File: config.mk
export PLATFORM = sky130hd
export DESIGN_NAME = i2c_host_ctrl
export DESIGN_NICKNAME = d
export VERILOG_FILES = /design/src/include/i2c_host_pkg.sv /design/src/logic/i2c_host_ctrl.sv
export VERILOG_INCLUDE_DIRS = /design/src /design/src/include
export SDC_FILE = /design/constraint.sdc
export NUM_CORES = 1
export LEC_CHECK = 0
export ABC_AREA = 1
export BUFFER_PORTS_ARGS = -buffer_cell sky130_fd_sc_hd__buf_2
export CAP_MARGIN = 0
export CORE_MARGIN = 2
export CORE_UTILIZATION = 58
export DETAILED_ROUTE_END_ITERATION = 10
export MAX_ROUTING_LAYER = met4
export PLACE_DENSITY = 0.89
export SLEW_MARGIN = 30
export SYNTH_ARGS = -nofsm -noshare
export SYNTH_HDL_FRONTEND = slang
export SYNTH_SLANG_ARGS = --single-unit
File: constraint.sdc
create_clock -name clk_i -period 2.1 [get_ports clk_i]
set_input_delay 0 -clock clk_i [delete_from_list [all_inputs] [get_ports clk_i]]
set_output_delay 0 -clock clk_i [all_outputs]
set_load 0.05 [all_outputs]
File: src/include/i2c_host_map.svh
// Register offsets, field positions and timing counts of the two-wire host controller.
`ifndef I2C_HOST_MAP_SVH
`define I2C_HOST_MAP_SVH

// ************************************************
// Register map (byte addresses, one word each)
// ************************************************
`define I2CH_CTRL_OFS 5'h00
`define I2CH_TARGET_OFS 5'h04
`define I2CH_WDATA_OFS 5'h08
`define I2CH_RDATA_OFS 5'h0C
`define I2CH_STATUS_OFS 5'h10

// ************************************************
// Field positions
// ************************************************
`define I2CH_CTRL_GO_BIT 0
`define I2CH_CTRL_READ_BIT 1
`define I2CH_CTRL_SKIP_PTR_BIT 2
`define I2CH_CTRL_COUNT_LSB 4
`define I2CH_STAT_BUSY_BIT 0
`define I2CH_STAT_DONE_BIT 1
`define I2CH_STAT_NACK_BIT 2
`define I2CH_STAT_BAD_BIT 3
`define I2CH_TARGET_PTR_LSB 8

// ************************************************
// Reset values
// ************************************************
`define I2CH_TARGET_RST 7'h48
`define I2CH_PTR_RST 8'h00

// ************************************************
// Timing
// ************************************************
`define I2CH_CLK_PERIOD_NS 4
`define I2CH_QUARTER_NS 700
`define I2CH_QUARTER_CYC ((`I2CH_QUARTER_NS + `I2CH_CLK_PERIOD_NS - 1) / `I2CH_CLK_PERIOD_NS)

`endif

File: src/include/i2c_host_pkg.sv
// Types shared by the two-wire host controller.
package i2c_host_pkg;

    typedef enum logic [2:0] {
        ST_IDLE  = 3'h0,
        ST_FREE  = 3'h1,
        ST_START = 3'h2,
        ST_BYTE  = 3'h3,
        ST_STOP  = 3'h4
    } state_type;

    typedef enum logic [2:0] {
        STG_ADDR_W = 3'h0,
        STG_PTR    = 3'h1,
        STG_WDATA  = 3'h2,
        STG_ADDR_R = 3'h3,
        STG_RDATA  = 3'h4
    } stage_type;

endpackage

File: src/logic/i2c_host_ctrl.sv
// Two-wire bus host that reads and writes a temperature sensor, steered over Wishbone.
//
// Design decisions made here: the Wishbone interface to the registers and the address map.
`timescale 1ns/1ps
`include "i2c_host_map.svh"

// Overview of operation
// - Host waits for idle bus first.
// - Host clocks nine pulses per byte.
// - Data changes only while clock low.
// - Transaction opens with start condition.
// - Read after pointer uses repeated start.
// - Transaction ends with stop condition.
// - Direction bit: low write, high read.
// - Host releases data in device acknowledge.
// - Host acknowledges first of two bytes.
// - Final read byte gets no acknowledge.
// - Host drives write bits, not acknowledges.
// - Host releases data during read bits.
module i2c_host_ctrl
    import i2c_host_pkg::*;
#(
    parameter int QUARTER_CYC = `I2CH_QUARTER_CYC
) (
    // Clock and reset
    input wire logic clk_i,
    input wire logic rst_i,
    // Wishbone slave
    input wire logic wb_cyc_i,
    input wire logic wb_stb_i,
    input wire logic wb_we_i,
    input wire logic [4:0] wb_adr_i,
    input wire logic [3:0] wb_sel_i,
    input wire logic [31:0] wb_dat_i,
    output logic [31:0] wb_dat_o,
    output logic wb_ack_o,
    // Open-drain bus pins
    input wire logic scl_i,
    output logic scl_o,
    output logic scl_oe_o,
    input wire logic sda_i,
    output logic sda_o,
    output logic sda_oe_o
);

    if (QUARTER_CYC < 2 || QUARTER_CYC > 65535) begin : g_chk
        $error("QUARTER_CYC out of range");
    end

    // ************************************************
    // Helpers
    // ************************************************
    function automatic logic [15:0] merge16(input logic [15:0] old, input logic [31:0] dat, input logic [3:0] sel);
        merge16 = {sel[1] ? dat[15:8] : old[15:8], sel[0] ? dat[7:0] : old[7:0]};
    endfunction

    localparam logic [15:0] QLOAD = 16'(QUARTER_CYC - 1);

    // ************************************************
    // Pin synchronisers
    // ************************************************
    logic scl_m_q, scl_s_q, sda_m_q, sda_s_q;

    always_ff @(posedge clk_i) begin
        if (rst_i) begin
            scl_m_q <= 1'b1;
            scl_s_q <= 1'b1;
            sda_m_q <= 1'b1;
            sda_s_q <= 1'b1;
        end else begin
            scl_m_q <= scl_i;
            scl_s_q <= scl_m_q;
            sda_m_q <= sda_i;
            sda_s_q <= sda_m_q;
        end
    end

    // ************************************************
    // State
    // ************************************************
    state_type st_q, st_d;
    stage_type stg_q, stg_d;
    logic [1:0] q_q, q_d;
    logic [15:0] qcnt_q, qcnt_d;
    logic [7:0] sh_q, sh_d;
    logic [3:0] bit_q, bit_d;
    logic [1:0] left_q, left_d;
    logic rep_q, rep_d;
    logic scl_oe_q, scl_oe_d, sda_oe_q, sda_oe_d;
    logic [6:0] target_q, target_d;
    logic [7:0] ptr_q, ptr_d;
    logic [15:0] wdata_q, wdata_d, rdata_q, rdata_d;
    logic rd_q, rd_d, skip_q, skip_d;
    logic [1:0] count_q, count_d;
    logic done_q, done_d, nack_q, nack_d, bad_q, bad_d;
    logic ack_q, ack_d;
    logic [31:0] dat_q, dat_d;

    logic tick, rx, access, wr, go, go_ok;
    logic [1:0] wcount;

    always_comb begin
        access = wb_cyc_i && wb_stb_i && !ack_q;
        wr = access && wb_we_i;
        tick = (qcnt_q == 16'h0000);
        rx = (stg_q == STG_RDATA);
        go = wr && (wb_adr_i == `I2CH_CTRL_OFS) && wb_sel_i[0] && wb_dat_i[`I2CH_CTRL_GO_BIT];
        wcount = wb_dat_i[`I2CH_CTRL_COUNT_LSB +: 2];
        go_ok = (wcount != 2'h3) && !(wb_dat_i[`I2CH_CTRL_READ_BIT] && wcount == 2'h0);

        st_d = st_q;
        stg_d = stg_q;
        q_d = q_q;
        qcnt_d = qcnt_q;
        sh_d = sh_q;
        bit_d = bit_q;
        left_d = left_q;
        rep_d = rep_q;
        scl_oe_d = scl_oe_q;
        sda_oe_d = sda_oe_q;
        target_d = target_q;
        ptr_d = ptr_q;
        wdata_d = wdata_q;
        rdata_d = rdata_q;
        rd_d = rd_q;
        skip_d = skip_q;
        count_d = count_q;
        done_d = done_q;
        nack_d = nack_q;
        bad_d = bad_q;
        ack_d = access;
        dat_d = dat_q;

        // Register reads; unmapped words read as zero and are still acknowledged.
        if (access) begin
            case (wb_adr_i)
                `I2CH_CTRL_OFS: dat_d = {26'h0, count_q, 1'b0, skip_q, rd_q, 1'b0};
                `I2CH_TARGET_OFS: dat_d = {16'h0, ptr_q, 1'b0, target_q};
                `I2CH_WDATA_OFS: dat_d = {16'h0, wdata_q};
                `I2CH_RDATA_OFS: dat_d = {16'h0, rdata_q};
                `I2CH_STATUS_OFS: dat_d = {28'h0, bad_q, nack_q, done_q, st_q != ST_IDLE};
                default: dat_d = 32'h0;
            endcase
        end

        // Quarter-period timer that paces every bus phase.
        if (st_q != ST_IDLE) begin
            if (tick) begin
                qcnt_d = QLOAD;
                q_d = q_q + 2'h1;
            end else begin
                qcnt_d = qcnt_q - 16'h0001;
            end
        end

        case (st_q)
            ST_IDLE: begin
                qcnt_d = QLOAD;
                q_d = 2'h0;
                // Settings are refused while a transfer runs.
                if (wr && wb_adr_i == `I2CH_TARGET_OFS) begin
                    ptr_d = wb_sel_i[1] ? wb_dat_i[15:8] : ptr_q;
                    target_d = wb_sel_i[0] ? wb_dat_i[6:0] : target_q;
                end
                if (wr && wb_adr_i == `I2CH_WDATA_OFS) begin
                    wdata_d = merge16(wdata_q, wb_dat_i, wb_sel_i);
                end
                if (wr && wb_adr_i == `I2CH_CTRL_OFS && wb_sel_i[0]) begin
                    rd_d = wb_dat_i[`I2CH_CTRL_READ_BIT];
                    skip_d = wb_dat_i[`I2CH_CTRL_SKIP_PTR_BIT];
                    count_d = wcount;
                end
                if (go) begin
                    bad_d = !go_ok;
                    if (go_ok) begin
                        st_d = ST_FREE;
                        done_d = 1'b0;
                        nack_d = 1'b0;
                        rdata_d = 16'h0000;
                        rep_d = 1'b0;
                        left_d = wcount;
                        if (wb_dat_i[`I2CH_CTRL_READ_BIT] && wb_dat_i[`I2CH_CTRL_SKIP_PTR_BIT]) begin
                            stg_d = STG_ADDR_R;
                            sh_d = {target_d, 1'b1};
                        end else begin
                            stg_d = STG_ADDR_W;
                            sh_d = {target_d, 1'b0};
                        end
                    end
                end
            end
            ST_FREE: begin
                // Both lines must stay high for a whole quarter before a start is made.
                if (!(scl_s_q && sda_s_q)) begin
                    qcnt_d = QLOAD;
                    q_d = 2'h0;
                end else if (tick) begin
                    st_d = ST_START;
                    q_d = 2'h0;
                end
            end
            ST_START: begin
                // Repeated start first lowers the clock so the data line may rise safely.
                case (q_q)
                    2'h0: scl_oe_d = rep_q;
                    2'h1: sda_oe_d = 1'b0;
                    2'h2: scl_oe_d = 1'b0;
                    default: sda_oe_d = 1'b1;
                endcase
                if (tick && q_q == 2'h3) begin
                    st_d = ST_BYTE;
                    bit_d = 4'h0;
                end
            end
            ST_BYTE: begin
                case (q_q)
                    2'h0: scl_oe_d = 1'b1;
                    2'h1: begin
                        // Data is only changed a quarter after the clock fell.
                        if (bit_q == 4'h8) begin
                            sda_oe_d = rx && (left_q != 2'h1);
                        end else begin
                            sda_oe_d = !rx && !sh_q[7];
                        end
                    end
                    default: scl_oe_d = 1'b0;
                endcase
                if (tick && q_q == 2'h3) begin
                    if (bit_q != 4'h8) begin
                        sh_d = {sh_q[6:0], rx ? sda_s_q : 1'b0};
                        bit_d = bit_q + 4'h1;
                    end else begin
                        bit_d = 4'h0;
                        if (rx) begin
                            rdata_d = {rdata_q[7:0], sh_q};
                            left_d = left_q - 2'h1;
                            if (left_q == 2'h1) begin
                                st_d = ST_STOP;
                            end
                        end else if (sda_s_q) begin
                            nack_d = 1'b1;
                            st_d = ST_STOP;
                        end else begin
                            case (stg_q)
                                STG_ADDR_W: begin
                                    stg_d = STG_PTR;
                                    sh_d = ptr_q;
                                end
                                STG_PTR: begin
                                    if (rd_q) begin
                                        st_d = ST_START;
                                        q_d = 2'h0;
                                        rep_d = 1'b1;
                                        stg_d = STG_ADDR_R;
                                        sh_d = {target_q, 1'b1};
                                    end else if (left_q == 2'h0) begin
                                        st_d = ST_STOP;
                                    end else begin
                                        stg_d = STG_WDATA;
                                        sh_d = (left_q == 2'h2) ? wdata_q[15:8] : wdata_q[7:0];
                                    end
                                end
                                STG_WDATA: begin
                                    left_d = left_q - 2'h1;
                                    sh_d = wdata_q[7:0];
                                    if (left_q == 2'h1) begin
                                        st_d = ST_STOP;
                                    end
                                end
                                STG_ADDR_R: stg_d = STG_RDATA;
                                default: st_d = ST_STOP;
                            endcase
                        end
                    end
                end
            end
            ST_STOP: begin
                case (q_q)
                    2'h0: scl_oe_d = 1'b1;
                    2'h1: sda_oe_d = 1'b1;
                    2'h2: scl_oe_d = 1'b0;
                    default: sda_oe_d = 1'b0;
                endcase
                if (tick && q_q == 2'h3) begin
                    st_d = ST_IDLE;
                    done_d = 1'b1;
                end
            end
            default: st_d = ST_IDLE;
        endcase
    end

    always_ff @(posedge clk_i) begin
        if (rst_i) begin
            st_q <= ST_IDLE;
            stg_q <= STG_ADDR_W;
            q_q <= 2'h0;
            qcnt_q <= 16'h0000;
            sh_q <= 8'h00;
            bit_q <= 4'h0;
            left_q <= 2'h0;
            rep_q <= 1'b0;
            scl_oe_q <= 1'b0;
            sda_oe_q <= 1'b0;
            target_q <= `I2CH_TARGET_RST;
            ptr_q <= `I2CH_PTR_RST;
            wdata_q <= 16'h0000;
            rdata_q <= 16'h0000;
            rd_q <= 1'b0;
            skip_q <= 1'b0;
            count_q <= 2'h0;
            done_q <= 1'b0;
            nack_q <= 1'b0;
            bad_q <= 1'b0;
            ack_q <= 1'b0;
            dat_q <= 32'h0000_0000;
        end else begin
            st_q <= st_d;
            stg_q <= stg_d;
            q_q <= q_d;
            qcnt_q <= qcnt_d;
            sh_q <= sh_d;
            bit_q <= bit_d;
            left_q <= left_d;
            rep_q <= rep_d;
            scl_oe_q <= scl_oe_d;
            sda_oe_q <= sda_oe_d;
            target_q <= target_d;
            ptr_q <= ptr_d;
            wdata_q <= wdata_d;
            rdata_q <= rdata_d;
            rd_q <= rd_d;
            skip_q <= skip_d;
            count_q <= count_d;
            done_q <= done_d;
            nack_q <= nack_d;
            bad_q <= bad_d;
            ack_q <= ack_d;
            dat_q <= dat_d;
        end
    end

    // ************************************************
    // Outputs
    // ************************************************
    // The pins are open drain, so the driven level is always low.
    logic low_q;

    always_ff @(posedge clk_i) begin
        low_q <= 1'b0;
    end

    always_comb begin
        wb_dat_o = dat_q;
        wb_ack_o = ack_q;
        scl_o = low_q;
        scl_oe_o = scl_oe_q;
        sda_o = low_q;
        sda_oe_o = sda_oe_q;
    end

endmodule

==> impl_results.md <==
- Psw: 4290 uW
- Mapped Cells: 1005
- Total I/O pin count: 85
- Crit Path Max Fanout: 18
- Post-synthesis sequential area ratio: 35.3%
- Initial antenna violation count: 0
- CTS sink cnt: 116
- Final setup vio count: 0
- Fmax achieved: 0.513 GHz
- Final hold viol count: 0
- Synth async-reset ratio: 0%
- Final nets: 1137
- Final Cell Area: 7670 um2
- Syn_area_per_cell: 6.54 um2
- P_leak: 0.00336 uW
- Peak VDD IR: 910 uV
- Root buffer cell: clkbuf_16
- Xor/xnor cell area share of the yosys netlist: 0.932%
- Die height: 110 um
- Row count: 38
- Clk pwr share: 27.4%
- Crit path time final: 1.95 ns
- Mapped cell area: 6580 um2
- Overall Global Routing Usage: 30.4%
- Critical path class: reg2reg
- Comb pwr share: 44.0%
- Worst-margin pin slew: 0.602 ns
- Post-synthesis mux area share: 0%
- Final HPWL DP: 12300 um
- Clock transition at the registers of the reported paths: 0.05 ns
- Int Pwr: 5640 uW
- Largest net degree at the start of global routing: 53
- Share of cells above drive strength 1: 13.8%
- Clock network latency to the later pin of the worst-skew pair: 0.42 ns
- Die area: 12200 um2
- First-pass GRT wire length: 29600 um
- Wire per inst: 14.8 um
- Core area: 10900 um2
- Grt ovf: 0
- Endpoint class of the critical path: flip-flop
- Commonest non-fill, non-tap cell in the layout: nand2_1
- Main combinational cell family by area after synthesis: simple AND/OR/NAND/NOR gates
- Max-slew violation count: 0
- CTS Buf Count: 17
- Initial DRC Count: 924
- Power Density: 1290 nW/um2
- Slew HR: 59.9%
- Synth warn: 0
- Synth Flop Type: dfxtp_1
- Critical Path AT: 2.28 ns
- Final period util: 92.9%
- Clock buffer depth: 2
- Synth unique cells: 41
- First-pass DRT Iterations: 7
- Complex-gate fraction of the synthesized area: 15.8%
- Post-DP Area: 6900 um2
- Hold Crit Class: in2reg
- TNS Setup: 0 ns
- Filler cells: 864
- Residual DRC: 0
- Area occupied by registers: 2320 um2
- Port buffer count: 48
- Startpoint types: flip-flop
- Initial core utilization: 60.1%
- Vias in the first global route: 6187
- Htree depth: 4
- Seq cells post-synth: 116
- # diodes: 0
- Final weighted congestion in routability-driven placement: 0.984
- Most frequent cells in the layout: 231 x nand2_1, 147 x nor2_1, 115 x dfxtp_1, 105 x inv_1, 94 x o21ai_0
- Vias after detailed routing: 6874
- Flop pwr share: 28.6%
- Die width: 110 um
- Max-Cap Viols: 0
- Adder-cell area share of the yosys netlist: 1.90%
- Sw Share: 43.2%
- Routed wire length: 18100 um
- Multi-input gate area: 3590 um2
- Simple-gate share of the synthesized area: 34.6%
- Outcome: finished, final reports clean
- Post-synth EDFFs: 0
- Final ANT Viol Nets: 0
- Clk_skew: 0.00493 ns
- Worst path required time: 2.43 ns
- Post-DR vias/cell: 5.59
- Layout area overhead: 16.6%
- Power Total: 9920 uW
- CTS tree: built
## power groups by stage
stage,logic [uW],clock network [uW],registers (uW)
global placement,4060,0,2850
floorplan,3390,0,2810
finish,4370,2720,2840
global route,4850,2830,2880
detailed placement,4120,0,2870
CTS,4170,2720,2830
## routing by layer
metal  share of wire (%)  up-vias  GRT usage, %
li1                    -     3341             -
met1                  42     3049          38.8
met2                  45      422          46.7
met3                  10       62          7.08
met4                 3.1        0          12.3
met5                   0        -             -
## per-stage QoR
step / hold slack (ns) / instances / setup slack [ns] / util [%]
floorplan: 0.104 / 1022 / 0.312 / -
global placement: 0.182 / 1180 / 0.230 / 63.1
detailed placement: 0.185 / 1180 / 0.158 / 63.1
CTS: 0.0109 / 1227 / 0.0861 / 69.8
global route: 0.0428 / 1229 / -0.0224 / 70.1
finish: 0.0131 / 1229 / 0.149 / 70.1
## synth_stat cells, types with 6 or more instances
cell type | number | area (um2)
nor2_2 | 8 | 50.1
o21ai_0 | 94 | 470
nor2_1 | 147 | 552
clkbuf_1 | 18 | 67.6
buf_4 | 20 | 150
ha_1 | 10 | 125
buf_2 | 8 | 40.0
nand2_1 | 231 | 867
a21oi_1 | 81 | 405
o21ai_1 | 6 | 30.0
inv_1 | 105 | 394
nor2_4 | 7 | 78.8
xor2_1 | 7 | 61.3
nand3_1 | 61 | 305
dfxtp_1 | 116 | 2320
inv_2 | 7 | 26.3
nand4_1 | 9 | 56.3
nor3_1 | 13 | 65.1
## registers in the layout, summed over array words and instances, names as in the netlist, 2 cells and up
register  flops
wdata_q      16
rdata_q      16
qcnt_q       16
stg_q         3
ptr_q         8
wb_dat_o     16
sh_q          8
q_q           2
bit_q         4
left_q        2
count_q       2
st_q          3
target_q      7
## critical path: stages, from the launching register on
cell,delay [ns]
dfxtp_1,0.54
nand2_2,0.09
nor2_2,0.38
nand2_1,0.14
nand2_1,0.09
inv_1,0.07
nand3_4,0.22
o21ai_0,0.14
a21oi_1,0.18
## kinds of logic (layout without fill, tap and decap cells)
kind of cell	after synthesis	in the layout
compound gates	199	199
buf+inv	167	233
xor+xnor	7	7
flops	116	116
fa+ha+maj	10	10
other cells	1	18
simple gates	505	506
## cell type report
type	instances	share of cell area [%]
clock inverter	5	0.653
sequential	116	30.3
clock buffer	24	6.54
timing repair buffer	88	7.64
inverter	116	5.71
multi-input combinational	740	46.9
tap	140	2.28
## path summary, 6_finish.rpt
path	start	endpoint	slack, ns	cells after the start
setup / recovery	st_q[1]$_SDFFE_PP0P_	rdata_q[8]$_SDFFE_PP0P_	0.15	8
hold / removal	rst_i	qcnt_q[4]$_SDFF_PP0_	0.01	4
setup reg to reg	st_q[1]$_SDFFE_PP0P_	rdata_q[8]$_SDFFE_PP0P_	0.15	8
hold reg to reg	sda_m_q$_SDFF_PP1_	sda_s_q$_SDFF_PP1_	0.41	1
## repair_timing
item                       in CTS  in global routing
hold buffers                   18                  0
setup buffers                   0                  1
hold endpoints to repair       33                  0
resized for setup               0                  4
setup endpoints to repair       0                 17
Note: power is estimated with default switching activity, not from simulation.
